===== config.mk =====
export PLATFORM = sky130hd
export DESIGN_NAME = vdc_ctrl
export DESIGN_NICKNAME = d
export VERILOG_FILES = /design/src/common/vdc_pkg.sv /design/src/verilog/vdc_serial.sv /design/src/verilog/vdc_ctrl.sv
export VERILOG_INCLUDE_DIRS = /design/src /design/src/common
export SDC_FILE = /design/constraint.sdc
export NUM_CORES = 1
export LEC_CHECK = 0
export ABC_AREA = 1
export BUFFER_PORTS_ARGS = -buffer_cell sky130_fd_sc_hd__buf_2
export CORE_MARGIN = 2
export CORE_UTILIZATION = 38
export DETAILED_ROUTE_END_ITERATION = 7
export PLACE_DENSITY = 0.69
export SETUP_SLACK_MARGIN = 0.1
export SYNTH_ARGS = -nofsm -noshare
export SYNTH_HDL_FRONTEND = slang
export SYNTH_SLANG_ARGS = --single-unit
export TNS_END_PERCENT = 100

===== constraint.sdc =====
create_clock -name clk_in -period 4.1 [get_ports clk_in]
set_clock_uncertainty 0.2 [all_clocks]
set_input_delay 0.615 -clock clk_in [delete_from_list [all_inputs] [get_ports clk_in]]
set_output_delay 0.615 -clock clk_in [all_outputs]
set_load 0.01 [all_outputs]

===== src/common/vdc_defines.svh =====
// Purpose: timing and field constants of the video DRAM host controller
// Assumes: system clock of 100 MHz
// Notes: least times round up to whole cycles
`ifndef VDC_DEFINES_SVH
`define VDC_DEFINES_SVH

`define VDC_CLK_NS 10
`define VDC_CYC(ns) (((ns) + `VDC_CLK_NS - 1) / `VDC_CLK_NS)

// strobe phases of one RAM cycle
`define VDC_T_SETUP_NS 10
`define VDC_T_RAS_COL_NS 20
`define VDC_T_COL_CAS_NS 10
`define VDC_T_CAS_NS 60
`define VDC_T_PRE_NS 50
`define VDC_SETUP_CYC `VDC_CYC(`VDC_T_SETUP_NS)
`define VDC_RAS_COL_CYC `VDC_CYC(`VDC_T_RAS_COL_NS)
`define VDC_COL_CAS_CYC `VDC_CYC(`VDC_T_COL_CAS_NS)
`define VDC_CAS_CYC `VDC_CYC(`VDC_T_CAS_NS)
`define VDC_PRE_CYC `VDC_CYC(`VDC_T_PRE_NS)

// serial clock half period, made by a divider
`define VDC_T_SC_HALF_NS 40
`define VDC_SC_HALF_CYC `VDC_CYC(`VDC_T_SC_HALF_NS)

// idle pin levels
`define VDC_IDLE_ADDR 9'h000
`define VDC_IDLE_DATA 16'h0000

`endif


===== src/common/vdc_pkg.sv =====
// Purpose: types of the video DRAM host controller
// Assumes: nothing
// Notes: operation codes pick the strobe levels at the row strobe fall
package vdc_pkg;

  typedef enum logic [3:0] {
    OP_READ = 4'h0,
    OP_WRITE = 4'h1,
    OP_MASKED_READ_WRITE = 4'h2,
    OP_PLAIN_BLOCK_WRITE = 4'h3,
    OP_MASKED_BLOCK_WRITE = 4'h4,
    OP_MASKED_FLASH_WRITE = 4'h5,
    OP_MASK_REGISTER_LOAD = 4'h6,
    OP_COLOR_REGISTER_LOAD = 4'h7,
    OP_READ_TRANSFER = 4'h8,
    OP_SPLIT_READ_TRANSFER = 4'h9,
    OP_MASKED_WRITE_TRANSFER = 4'ha,
    OP_MASKED_SPLIT_WRITE_TRANSFER = 4'hb,
    OP_ROW_ONLY_REFRESH = 4'hc,
    OP_REFRESH_WITH_REGISTER_RESET = 4'hd,
    OP_REFRESH_WITH_STOP_SET = 4'he,
    OP_REFRESH_NO_RESET = 4'hf
  } vdc_op_type;

  typedef struct packed {
    vdc_op_type op;
    logic [8:0] row;
    logic [8:0] col;
    logic [15:0] data;
    logic [15:0] mask;
    logic [1:0] byte_en;
  } vdc_cmd_type;

  typedef struct packed {
    logic ras_n;
    logic col_strobe_low_byte_n;
    logic col_strobe_high_byte_n;
    logic transfer_output_enable_n;
    logic we_n;
    logic special_function_in;
    logic [8:0] mux_address_pins;
  } vdc_ram_pins_type;

  typedef struct packed {
    logic cas_n;
    logic trg_n;
    logic we_n;
    logic dsf_ras;
    logic dsf_cas;
    logic use_cas;
    logic write_data;
    logic mask_dq;
  } vdc_levels_type;

  typedef struct packed {
    logic write;
    logic hold_disabled;
    logic [15:0] data;
  } vdc_ser_req_type;

endpackage


===== src/verilog/vdc_serial.sv =====
// Purpose: serial port engine, makes the serial clock and moves one word per request
// Assumes: direction level from the RAM side, same clock domain
// Notes: serial clock comes from a divider, so it is no second domain
`timescale 1ns/100ps
`include "vdc_defines.svh"
module vdc_serial
  import vdc_pkg::*;
(
  input wire logic clk_in,
  input wire logic rst_n_in,
  input wire logic dir_write_in,
  input wire logic req_valid_in,
  output logic req_ready_out,
  input wire vdc_ser_req_type req_in,
  output logic rsp_valid_out,
  output logic [15:0] rsp_data_out,
  output logic serial_clock_out,
  output logic serial_enable_n_out,
  output logic [15:0] serial_data_pins_out,
  output logic serial_data_pins_oe_n_out,
  input wire logic [15:0] serial_data_pins_in,
  input wire logic split_half_indicator_in,
  output logic split_half_out
);
  typedef enum logic [1:0] {
    SS_IDLE = 2'b00,
    SS_LOW = 2'b01,
    SS_HIGH = 2'b10,
    SS_SAMPLE = 2'b11
  } vdc_ser_state_type;

  vdc_ser_state_type state_reg, state_next;
  logic [3:0] cnt_reg, cnt_next;
  logic sc_reg, sc_next, se_n_reg, se_n_next, oe_n_reg, oe_n_next, wr_reg, wr_next;
  logic [15:0] sdo_reg, sdo_next, rsp_data_reg, rsp_data_next;
  logic rsp_valid_reg, rsp_valid_next;
  logic [16:0] s1_reg, s2_reg, s3_reg, stable_reg, stable_next;

  // pins pass three flops; a change counts once stages two and three agree
  always_comb
  begin
    stable_next = (s2_reg == s3_reg) ? s3_reg : stable_reg;
  end

  always_ff @(posedge clk_in or negedge rst_n_in)
  begin
    if (!rst_n_in)
    begin
      s1_reg <= 17'h00000;
      s2_reg <= 17'h00000;
      s3_reg <= 17'h00000;
      stable_reg <= 17'h00000;
    end
    else
    begin
      s1_reg <= {split_half_indicator_in, serial_data_pins_in};
      s2_reg <= s1_reg;
      s3_reg <= s2_reg;
      stable_reg <= stable_next;
    end
  end

  always_comb
  begin
    state_next = state_reg;
    cnt_next = cnt_reg;
    sc_next = sc_reg;
    se_n_next = se_n_reg;
    oe_n_next = oe_n_reg;
    wr_next = wr_reg;
    sdo_next = sdo_reg;
    rsp_data_next = rsp_data_reg;
    rsp_valid_next = 1'b0;
    case (state_reg)
      SS_IDLE:
      begin
        if (req_valid_in)
        begin
          // data pins only driven after a write transfer turned them round
          wr_next = req_in.write & dir_write_in; // RQ11
          se_n_next = req_in.hold_disabled; // RQ10
          oe_n_next = ~(req_in.write & dir_write_in & ~req_in.hold_disabled);
          sdo_next = req_in.data;
          cnt_next = 4'(`VDC_SC_HALF_CYC - 1);
          state_next = SS_LOW;
        end
      end
      SS_LOW:
      begin
        cnt_next = cnt_reg - 4'h1;
        if (cnt_reg == 4'h0)
        begin
          sc_next = 1'b1; // RQ9
          cnt_next = 4'(`VDC_SC_HALF_CYC - 1);
          state_next = SS_HIGH;
        end
      end
      SS_HIGH:
      begin
        cnt_next = cnt_reg - 4'h1;
        if (cnt_reg == 4'h0)
        begin
          sc_next = 1'b0;
          oe_n_next = 1'b1;
          cnt_next = 4'(`VDC_SC_HALF_CYC - 1);
          state_next = SS_SAMPLE;
        end
      end
      default:
      begin
        cnt_next = cnt_reg - 4'h1;
        if (cnt_reg == 4'h0)
        begin
          rsp_data_next = stable_reg[15:0];
          rsp_valid_next = 1'b1;
          se_n_next = 1'b1;
          state_next = SS_IDLE;
        end
      end
    endcase
  end

  always_ff @(posedge clk_in or negedge rst_n_in)
  begin
    if (!rst_n_in)
    begin
      state_reg <= SS_IDLE;
      cnt_reg <= 4'h0;
      sc_reg <= 1'b0;
      se_n_reg <= 1'b1;
      oe_n_reg <= 1'b1;
      wr_reg <= 1'b0;
      sdo_reg <= `VDC_IDLE_DATA;
      rsp_data_reg <= `VDC_IDLE_DATA;
      rsp_valid_reg <= 1'b0;
    end
    else
    begin
      state_reg <= state_next;
      cnt_reg <= cnt_next;
      sc_reg <= sc_next;
      se_n_reg <= se_n_next;
      oe_n_reg <= oe_n_next;
      wr_reg <= wr_next;
      sdo_reg <= sdo_next;
      rsp_data_reg <= rsp_data_next;
      rsp_valid_reg <= rsp_valid_next;
    end
  end

  assign req_ready_out = (state_reg == SS_IDLE);
  assign rsp_valid_out = rsp_valid_reg;
  assign rsp_data_out = rsp_data_reg;
  assign serial_clock_out = sc_reg;
  assign serial_enable_n_out = se_n_reg;
  assign serial_data_pins_out = sdo_reg;
  assign serial_data_pins_oe_n_out = oe_n_reg;
  assign split_half_out = stable_reg[16]; // RQ12
endmodule // vdc_serial


===== src/verilog/vdc_ctrl.sv =====
// Purpose: host controller driving the strobes, address and data pins of a multiport video DRAM
// Assumes: one command at a time; strobe phase lengths set in the defines header
// Notes: pin inputs pass three flops; serial side lives in vdc_serial
// Contract
// [RQ1] nine row then nine column bits multiplexed
// [RQ2] RAM standby while row strobe high
// [RQ3] four levels at row fall pick operation
// [RQ4] transfer enable high output, low transfer
// [RQ5] write enable high plain, low masked write
// [RQ6] write enable picks transfer direction
// [RQ7] mask on data pins at row fall
// [RQ8] persistent mode uses stored mask, ignores pins
// [RQ9] serial shift on rising serial clock
// [RQ10] serial enable high blocks access, pointer advances
// [RQ11] serial enable gates output or write
// [RQ12] split half output per half, off if disabled
// [RQ13] serial pin direction follows latest transfer
// [RQ14] column-first refresh variants by write, special
// [RQ15] special high at row selects special functions
// [RQ16] special low-then-high gives block write
// [RQ17] stored mask holds until register-reset refresh
// [RQ18] stop register bounds serial operations
// [RQ19] special function latched at both strobes
// [RQ20] column strobes also enable RAM outputs
// [RQ21] registers load at later strobe/write fall
// [RQ22] block write fills eight columns from color
// [RQ23] plain row refresh without data access
`timescale 1ns/100ps
`include "vdc_defines.svh"
module vdc_ctrl
  import vdc_pkg::*;
(
  input wire logic clk_in,
  input wire logic rst_n_in,
  input wire logic cmd_valid_in,
  output logic cmd_ready_out,
  input wire vdc_cmd_type cmd_in,
  output logic rsp_valid_out,
  output logic [15:0] rsp_data_out,
  output vdc_ram_pins_type ram_pins_out,
  output logic [15:0] ram_data_pins_out,
  output logic ram_data_pins_oe_n_out,
  input wire logic [15:0] ram_data_pins_in,
  input wire logic ser_valid_in,
  output logic ser_ready_out,
  input wire vdc_ser_req_type ser_req_in,
  output logic ser_rsp_valid_out,
  output logic [15:0] ser_rsp_data_out,
  output logic serial_dir_write_out,
  output logic serial_clock_out,
  output logic serial_enable_n_out,
  output logic [15:0] serial_data_pins_out,
  output logic serial_data_pins_oe_n_out,
  input wire logic [15:0] serial_data_pins_in,
  input wire logic split_half_indicator_in,
  output logic split_half_out
);
  typedef enum logic [2:0] {
    ST_IDLE = 3'b000,
    ST_SETUP = 3'b001,
    ST_RAS = 3'b010,
    ST_COL = 3'b011,
    ST_CAS = 3'b100,
    ST_PRE = 3'b101
  } vdc_state_type;

  // levels: cas_n trg_n we_n dsf_ras dsf_cas use_cas write_data mask_dq
  function automatic vdc_levels_type levels_of(input vdc_op_type op);
    case (op) // RQ3 RQ15
      OP_READ: levels_of = 8'b1110_0100; // RQ4
      OP_WRITE: levels_of = 8'b1110_0110; // RQ5
      OP_MASKED_READ_WRITE: levels_of = 8'b1100_0111; // RQ5 RQ7 RQ8
      OP_PLAIN_BLOCK_WRITE: levels_of = 8'b1110_1110; // RQ16 RQ22
      OP_MASKED_BLOCK_WRITE: levels_of = 8'b1100_1111; // RQ16 RQ17
      OP_MASKED_FLASH_WRITE: levels_of = 8'b1101_0001; // RQ17
      OP_MASK_REGISTER_LOAD: levels_of = 8'b1111_0110; // RQ21
      OP_COLOR_REGISTER_LOAD: levels_of = 8'b1111_1110; // RQ21
      OP_READ_TRANSFER: levels_of = 8'b1010_0100; // RQ6
      OP_SPLIT_READ_TRANSFER: levels_of = 8'b1011_0100;
      OP_MASKED_WRITE_TRANSFER: levels_of = 8'b1000_0101; // RQ6
      OP_MASKED_SPLIT_WRITE_TRANSFER: levels_of = 8'b1001_0101;
      OP_ROW_ONLY_REFRESH: levels_of = 8'b1110_0000; // RQ23
      OP_REFRESH_WITH_REGISTER_RESET: levels_of = 8'b0110_0000; // RQ14 RQ17
      OP_REFRESH_WITH_STOP_SET: levels_of = 8'b0101_0000; // RQ14 RQ18
      default: levels_of = 8'b0111_0000; // RQ14
    endcase
  endfunction

  vdc_state_type state_reg, state_next;
  logic [3:0] cnt_reg, cnt_next;
  vdc_cmd_type cmd_reg, cmd_next;
  vdc_ram_pins_type pins_reg, pins_next;
  logic [15:0] dq_reg, dq_next, rsp_data_reg, rsp_data_next;
  logic dq_oe_n_reg, dq_oe_n_next, rsp_valid_reg, rsp_valid_next, dir_write_reg, dir_write_next;
  logic [15:0] dq_s1_reg, dq_s2_reg, dq_s3_reg, dq_stable_reg, dq_stable_next;
  vdc_levels_type lvl_in, lvl;

  assign lvl_in = levels_of(cmd_in.op);
  assign lvl = levels_of(cmd_reg.op);

  // read data passes three flops; a change counts once stages two and three agree
  always_comb
  begin
    dq_stable_next = (dq_s2_reg == dq_s3_reg) ? dq_s3_reg : dq_stable_reg;
  end

  always_ff @(posedge clk_in or negedge rst_n_in)
  begin
    if (!rst_n_in)
    begin
      dq_s1_reg <= `VDC_IDLE_DATA;
      dq_s2_reg <= `VDC_IDLE_DATA;
      dq_s3_reg <= `VDC_IDLE_DATA;
      dq_stable_reg <= `VDC_IDLE_DATA;
    end
    else
    begin
      dq_s1_reg <= ram_data_pins_in;
      dq_s2_reg <= dq_s1_reg;
      dq_s3_reg <= dq_s2_reg;
      dq_stable_reg <= dq_stable_next;
    end
  end

  always_comb
  begin
    state_next = state_reg;
    cnt_next = cnt_reg;
    cmd_next = cmd_reg;
    pins_next = pins_reg;
    dq_next = dq_reg;
    dq_oe_n_next = dq_oe_n_reg;
    rsp_data_next = rsp_data_reg;
    rsp_valid_next = 1'b0;
    dir_write_next = dir_write_reg;
    case (state_reg)
      ST_IDLE:
      begin
        if (cmd_valid_in)
        begin
          cmd_next = cmd_in;
          pins_next.mux_address_pins = cmd_in.row; // RQ1
          pins_next.col_strobe_low_byte_n = lvl_in.cas_n; // RQ14
          pins_next.col_strobe_high_byte_n = lvl_in.cas_n;
          pins_next.transfer_output_enable_n = lvl_in.trg_n; // RQ4
          pins_next.we_n = lvl_in.we_n; // RQ5 RQ6
          pins_next.special_function_in = lvl_in.dsf_ras; // RQ19
          // new mask presented for the row fall; persistent mode simply ignores it
          dq_next = cmd_in.mask; // RQ7
          dq_oe_n_next = ~lvl_in.mask_dq;
          cnt_next = 4'(`VDC_SETUP_CYC - 1);
          state_next = ST_SETUP;
        end
      end
      ST_SETUP:
      begin
        cnt_next = cnt_reg - 4'h1;
        if (cnt_reg == 4'h0)
        begin
          pins_next.ras_n = 1'b0; // RQ2
          cnt_next = 4'(`VDC_RAS_COL_CYC - 1);
          state_next = ST_RAS;
        end
      end
      ST_RAS:
      begin
        cnt_next = cnt_reg - 4'h1;
        if (cnt_reg == 4'h0)
        begin
          dq_oe_n_next = 1'b1;
          if (lvl.use_cas)
          begin
            pins_next.mux_address_pins = cmd_reg.col; // RQ1
            pins_next.special_function_in = lvl.dsf_cas; // RQ16 RQ19
            pins_next.transfer_output_enable_n = 1'b1;
            pins_next.we_n = lvl.write_data ? 1'b0 : lvl.we_n;
            dq_next = cmd_reg.data;
            dq_oe_n_next = ~lvl.write_data;
            cnt_next = 4'(`VDC_COL_CAS_CYC - 1);
            state_next = ST_COL;
          end
          else
          begin
            // flash write and refreshes skip the column address phase
            cnt_next = 4'(`VDC_CAS_CYC - 1);
            state_next = ST_CAS;
          end
        end
      end
      ST_COL:
      begin
        cnt_next = cnt_reg - 4'h1;
        if (cnt_reg == 4'h0)
        begin
          // early write: write strobe already low, so the load happens at this fall
          pins_next.col_strobe_low_byte_n = ~cmd_reg.byte_en[0]; // RQ20 RQ21
          pins_next.col_strobe_high_byte_n = ~cmd_reg.byte_en[1];
          cnt_next = 4'(`VDC_CAS_CYC - 1);
          state_next = ST_CAS;
        end
      end
      ST_CAS:
      begin
        cnt_next = cnt_reg - 4'h1;
        if (cnt_reg == 4'h0)
        begin
          rsp_data_next = dq_stable_reg;
          rsp_valid_next = 1'b1;
          pins_next = {1'b1, 1'b1, 1'b1, 1'b1, 1'b1, 1'b0, `VDC_IDLE_ADDR};
          dq_oe_n_next = 1'b1;
          if (cmd_reg.op == OP_READ_TRANSFER || cmd_reg.op == OP_SPLIT_READ_TRANSFER)
            dir_write_next = 1'b0; // RQ13
          else if (cmd_reg.op == OP_MASKED_WRITE_TRANSFER || cmd_reg.op == OP_MASKED_SPLIT_WRITE_TRANSFER)
            dir_write_next = 1'b1; // RQ13
          cnt_next = 4'(`VDC_PRE_CYC - 1);
          state_next = ST_PRE;
        end
      end
      default:
      begin
        cnt_next = cnt_reg - 4'h1;
        if (cnt_reg == 4'h0)
          state_next = ST_IDLE;
      end
    endcase
  end

  always_ff @(posedge clk_in or negedge rst_n_in)
  begin
    if (!rst_n_in)
    begin
      state_reg <= ST_IDLE;
      cnt_reg <= 4'h0;
      cmd_reg <= '0;
      pins_reg <= {1'b1, 1'b1, 1'b1, 1'b1, 1'b1, 1'b0, `VDC_IDLE_ADDR};
      dq_reg <= `VDC_IDLE_DATA;
      dq_oe_n_reg <= 1'b1;
      rsp_data_reg <= `VDC_IDLE_DATA;
      rsp_valid_reg <= 1'b0;
      dir_write_reg <= 1'b0;
    end
    else
    begin
      state_reg <= state_next;
      cnt_reg <= cnt_next;
      cmd_reg <= cmd_next;
      pins_reg <= pins_next;
      dq_reg <= dq_next;
      dq_oe_n_reg <= dq_oe_n_next;
      rsp_data_reg <= rsp_data_next;
      rsp_valid_reg <= rsp_valid_next;
      dir_write_reg <= dir_write_next;
    end
  end

  assign cmd_ready_out = (state_reg == ST_IDLE);
  assign rsp_valid_out = rsp_valid_reg;
  assign rsp_data_out = rsp_data_reg;
  assign ram_pins_out = pins_reg;
  assign ram_data_pins_out = dq_reg;
  assign ram_data_pins_oe_n_out = dq_oe_n_reg;
  assign serial_dir_write_out = dir_write_reg;

  vdc_serial u_serial (
    .clk_in(clk_in),
    .rst_n_in(rst_n_in),
    .dir_write_in(dir_write_reg),
    .req_valid_in(ser_valid_in),
    .req_ready_out(ser_ready_out),
    .req_in(ser_req_in),
    .rsp_valid_out(ser_rsp_valid_out),
    .rsp_data_out(ser_rsp_data_out),
    .serial_clock_out(serial_clock_out),
    .serial_enable_n_out(serial_enable_n_out),
    .serial_data_pins_out(serial_data_pins_out),
    .serial_data_pins_oe_n_out(serial_data_pins_oe_n_out),
    .serial_data_pins_in(serial_data_pins_in),
    .split_half_indicator_in(split_half_indicator_in),
    .split_half_out(split_half_out)
  );
endmodule // vdc_ctrl


* Word-level counts from Yosys, hierarchy flattened
Memory sizes are Yosys's and may differ from the RTL's.
Index checks and enable logic that the tools add are counted.
** Word-level totals
- Register bits after elaboration :: 262
- Bits in latches :: 0
- Bits in writable memories :: 0
- Memory bits (read-only) :: 256
- Output and inout port bits :: 89
- Word-level logic and storage cells :: 156
- Memories :: 2
** Memory list
- (no name shown) :: words 16, width 8, read ports 1, clocked after Yosys merged registers in 0, write ports 0, RTL line vdc_ctrl.sv:69 : case (op)
- (no name shown) :: words 16, width 8, read ports 1, clocked after Yosys merged registers in 0, write ports 0, RTL line vdc_ctrl.sv:69
** Cells by class
- Add/subtract/negate cells :: 2
- Multiply operators :: 0
- Div/mod/pow operators :: 0
- $lt $le $gt $ge :: 0
- Equality and inequality tests :: 21
- Shift-type cells :: 0
- Mux-type cells :: 55
- Bitwise operators :: 10
- Reduce and logical (&&, ||, !) cells :: 32
** Operators by type and width (count)
- 16-bit two-way mux :: 3
- 12-bit one-hot mux with 3 select lines :: 1
- 16-bit one-hot mux with 2 select lines :: 1
- 4-bit two-way mux :: 7
- 12-bit two-way mux :: 2
- 3-bit two-way mux :: 8
- 4-bit one-hot mux with 5 select lines :: 1
- 17-bit equality test :: 1
- 16-bit equality test :: 1
- 4-bit equality test (second input constant) :: 4
- 1-bit two-way mux :: 16
- 4-bit AND reduction :: 4
- 15-bit two-way mux :: 1
- 3-bit one-hot mux with 5 select lines :: 1
- 3-bit AND reduction :: 5
- 14-bit two-way mux :: 1
- 2-bit inequality test (second input constant) :: 7
- 2-bit nonzero test :: 7
- 2-bit one-hot mux with 3 select lines :: 2
- 2-bit two-way mux :: 5
- 4-bit zero test :: 2
- 1-bit inverter :: 8
- 1-bit one-hot mux with 2 select lines :: 4
- 4-bit one-hot mux with 2 select lines :: 1
- other kinds (18) :: 27

* Longest topological paths before layout
- Depth in word-level cells :: 5
- Gate-level depth with buffers :: 11
- Depth with buffers taken out :: 11

* Hierarchy
Synthesis repeated with hierarchy kept, for this count alone.
** Unflattened totals
- Cells, all modules :: 1071
- Area total of the unflattened synthesis :: 10465.0 µm²
** Modules (own cells, without submodules)
- vdc_ctrl :: times used 1, cells an instance 711, area an instance 6392.4 µm²
- vdc_serial :: times used 1, cells an instance 360, area an instance 4072.7 µm²

* Least setup slack after synthesis
No wires, ideal clock.
- Path kind :: reg-to-reg
- From :: register cmd_reg[53] in the netlist's numbering
- To :: register dq_reg[10] (netlist: ram_data_pins_out[10])
- Setup time :: 0.120 ns
- Data arrival time :: 1.472 ns
- Slack :: 2.308 ns
- Cell stages (with the launch flop) :: 11
- Cells stage by stage :: dfrtp_1 inv_1 ha_1 o21ai_0 inv_1 nor2_1 nor2_2 nor2_8 buf_6 nand2_2 nand2_1
** On the way
- Word-level cells in the longest chain between the ends :: 3
** RTL lines
- from (decl) :: RTL line vdc_ctrl.sv:91 : vdc_cmd_type cmd_reg, cmd_next;
- from (signal assigned) :: RTL line vdc_ctrl.sv:246 : cmd_reg <= cmd_next;
- memory read 16 x 8 bit
- 2-bit inequality test (no line)
- 4-bit AND reduction (no line)
- to (signal assigned) :: RTL line vdc_ctrl.sv:236 : dq_reg <= `VDC_IDLE_DATA;
- to (signal assigned) :: RTL line vdc_ctrl.sv:248 : dq_reg <= dq_next;
- to (decl) :: RTL line vdc_ctrl.sv:93 : logic [15:0] dq_reg, dq_next, rsp_data_reg, rsp_data_next;
No other way between the ends.
A chain may end at the register's enable or synchronous reset.

* Final worst setup path
- From :: register state_reg[0]
- To :: register pins_reg (netlist bit ram_pins_out[10])
** On the way
- Word-level cells in the longest chain between the ends :: 3
** RTL lines
- from (decl) :: RTL line vdc_ctrl.sv:89 : vdc_state_type state_reg, state_next;
- from (signal assigned) :: RTL line vdc_ctrl.sv:244 : state_reg <= state_next;
- 3-bit by 2-bit equality test with 1-bit output, or another cell as far along :: RTL line vdc_ctrl.sv:136 : case (state_reg)
- 2-bit inequality test (no line) / 3-bit nonzero test (equally long branches)
- 5-bit AND reduction (no line)
- to (signal assigned) :: RTL line vdc_ctrl.sv:235 : pins_reg <= {1'b1, 1'b1, 1'b1, 1'b1, 1'b1, 1'b0, `VDC_IDLE_ADDR};
- to (signal assigned) :: RTL line vdc_ctrl.sv:247 : pins_reg <= pins_next;
- to (decl) :: RTL line vdc_ctrl.sv:92 : vdc_ram_pins_type pins_reg, pins_next;
Several ways; a longest one is shown, not always the timed one.

==> reports/metrics.yaml <==
synth:
  synth-edff-count: 0
  syn-num-nets: 1146
  synth_adder_area_share_pct: 1.35
  synth_cells: 1024
  synth_compound_area_share_pct: 4.32
  synth_seq_cells: 262
  synthesis.area_um2: 10200
  async_flop_share_pct: 100
  synth_xor_area_share_pct: 1.98
  synth_area_per_cell_um2: 9.95
  synth_cell_types: 38
  synthSimpleGateAreaFrac_pct: 21.3
  synth_top_family_by_area: "simple AND/OR/NAND/NOR gates"
  synth_seq_area_share_pct: 64.5
  synth_top_flop_cell: "dfrtp_1"
  muxShareOfSynthArea_pct: 2.54
  ys_warn_count: 0
die:
  ios: 200
  die_area_um2: 28100
  die_x_um: 168
  coreArea_um2: 26200
  start_util_pct: 38.9
  fp-row-count: 59
  die_h_um: 168
power:
  p_sw_mw: 2.76
  clockPowerShare_pct: 32.5
  p_sw_share_pct: 32.5
  pwr_density_cell_nw_per_um2: 656
  leakage_nw: 6.96
  internal-power_mw: 5.71
  vdd_drop_max_mv: 0.355
  power_frac_seq_pct: 40.9
  comb_power_share_pct: 26.6
grt:
  grt_pass1_vias: 7456
  antenna_found_initial: 1
  grt.total_usage_pct: 15.8
  grt-ovfl-total: 0
  grt_max_degree: 108
  grt_pass1_wl_um: 36700
clock_tree:
  cts_buffers: 28
  cts_setup_buffers: 0
  cts-root-buf: "clkbuf_16"
  cts_hold_buf: 34
  clockBufferDepth: 3
  cts_tree: "built"
  clkTransAtPathRegs_ns: 0.06
  postCtsResizedCells: 0
  h-tree-depth: 1
  clk_latency_ns: 0.54
  cts.sinks: 262
sta:
  slew_violations: 0
  worst_pin_slew_ns: 0.848
  hold_viol_final: 0
  min_period_ns: 2.49
  rsz0062_at_grt: "no"
  setup_tns_ns: 0
  maxSlewHeadroom_pct: 43.5
  fmax_ghz: 0.401
  whs_ns: 0.0779
  setup_viol: 0
  finalCritPeriodShare_pct: 60.7
layout:
  area_growth_pct: 26.8
  final_nets: 1389
  largest_register_ffs: 31
  drive_above_1_share_pct: 24.1
worst_setup_path:
  arrival_ns: 2.78
  end_kind: "flop"
  start_kind: "flop"
  path_max_fanout: 27
  timing_worst_setup_path_type: "reg2reg"
  cp.required_ns: 4.39
route:
  drcViolationCount: 0
  vias: 7463
  wl_per_cell_um: 13.5
  drt-total-wl_um: 22000
  ant_nets: 0
  dr.pass1.iters: 4
  drtIter0Drc: 441
  routed_via_density: 4.59
outcome:
  status: "finished, final reports clean"
worst_hold_path:
  hold_class: "in2reg"
place:
  dp_hpwl_um: 15100
  port_buffers: 199
  routabilityCongestion: 0.805
job:
  drv_cap: 0
-- cell type report --
type | count | area, µm²
Tap cell | 335 | 419
Clock inverter | 16 | 254
Timing Repair Buffer | 241 | 1430
Inverter | 66 | 248
Multi-Input combinational cell | 668 | 3210
Fill cell | 2400 | 13300
Clock buffer | 36 | 781
Antenna cell | 1 | 2.50
Sequential cell | 262 | 6570
-- cell families (layout without fill, tap and decap cells) --
family,Yosys count,after routing
fa+ha+maj,11,11
xor+xnor,23,23
compound gates,78,78
flops,262,262
other cells,0,1
buf+inv,94,359
mux,23,23
simple gates,533,533
-- power groups by stage --
stage / registers (mW) / clock network [mW] / logic, mW
finish: 3.47 / 2.75 / 2.25
global route: 3.53 / 2.94 / 2.57
CTS: 3.47 / 2.83 / 2.28
detailed placement: 3.50 / 0 / 2.24
global placement: 3.49 / 0 / 2.18
floorplan: 3.54 / 0 / 1.49
-- layout by cell type, fill, tap and decap left out, drive strengths merged, types with 2 or more instances in the layout --
master       count
nand2          428
dfrtp          254
buf            207
inv             65
nor2            54
o21ai           54
clkbuf          36
dlygate4sd3     34
mux2            23
nand3           22
xor2            19
nand4           18
ha              11
a21oi           10
dfstp            8
nor3             7
a22o             6
bufinv           6
clkinv           6
clkinvlp         5
xnor2            4
or2              3
a31oi            2
o211ai           2
-- stage by stage --
stage	power (mW)	worst slack [ns]	instances	utilization, %	cell area, µm²
floorplan	5.03	2.31	1024	-	10200
global placement	5.67	1.71	1538	44.0	11500
detailed placement	5.75	1.62	1538	44.0	11500
CTS	8.58	1.59	1624	49.3	12900
global route	9.04	1.35	1625	49.3	12900
finish	8.47	1.61	1625	49.3	12900
-- synthesized netlist by cell type, types with 4 or more instances --
master | number | share of area (%)
a22o_1 | 6 | 0.52
mux2_2 | 17 | 1.9
nand2_1 | 415 | 15
xor2_1 | 19 | 1.6
buf_2 | 14 | 0.69
inv_1 | 61 | 2.2
a21oi_1 | 10 | 0.49
nor2_2 | 6 | 0.37
dfstp_2 | 8 | 2.1
xnor2_1 | 4 | 0.34
clkbuf_1 | 8 | 0.29
buf_6 | 4 | 0.44
nor3_1 | 7 | 0.34
nand2_2 | 13 | 0.80
nand4_1 | 18 | 1.1
o21ai_1 | 14 | 0.69
dfrtp_1 | 254 | 62
o21ai_0 | 39 | 1.9
ha_1 | 11 | 1.4
nand3_1 | 20 | 0.98
inv_2 | 4 | 0.15
mux2_1 | 6 | 0.66
nor2_1 | 46 | 1.7
-- path summary, 6_finish.rpt --
path | from | endpoint | slack [ns] | cells after the start
setup reg to reg | state_reg[0] | ram_pins_out[10] | 1.61 | 9
min in group asynchronous | rst_n_in | u_serial.serial_data_pins_out[7] | 0.55 | 2
max in group asynchronous | rst_n_in | dq_stable_reg[4] | 2.21 | 3
hold / removal | ser_req_in[6] | u_serial.serial_data_pins_out[6] | 0.08 | 3
setup / recovery | state_reg[0] | ram_pins_out[10] | 1.61 | 9
hold reg to reg | dq_s1_reg[1] | dq_s2_reg[1] | 0.14 | 0
-- metal layers --
| metal | track usage, % | up-vias | part of all wire, % |
|---|---|---|---|
| li1 | - | 3718 | - |
| met1 | 20.1 | 3548 | 42 |
| met2 | 27.2 | 156 | 50 |
| met3 | 3.07 | 41 | 4.8 |
| met4 | 4.95 | 0 | 2.9 |
| met5 | 0 | - | 0 |
-- critical path, cell delays in order, from the launching register on --
cell	delay, ns
dfrtp_1	0.42
nor2_1	0.24
nand2_2	0.41
inv_1	0.73
nand2_1	0.11
nand2_1	0.10
nand2_1	0.05
nand2_1	0.06
nand2_1	0.04
nand2_1	0.06
Note: power is estimated with default switching activity, not from simulation.
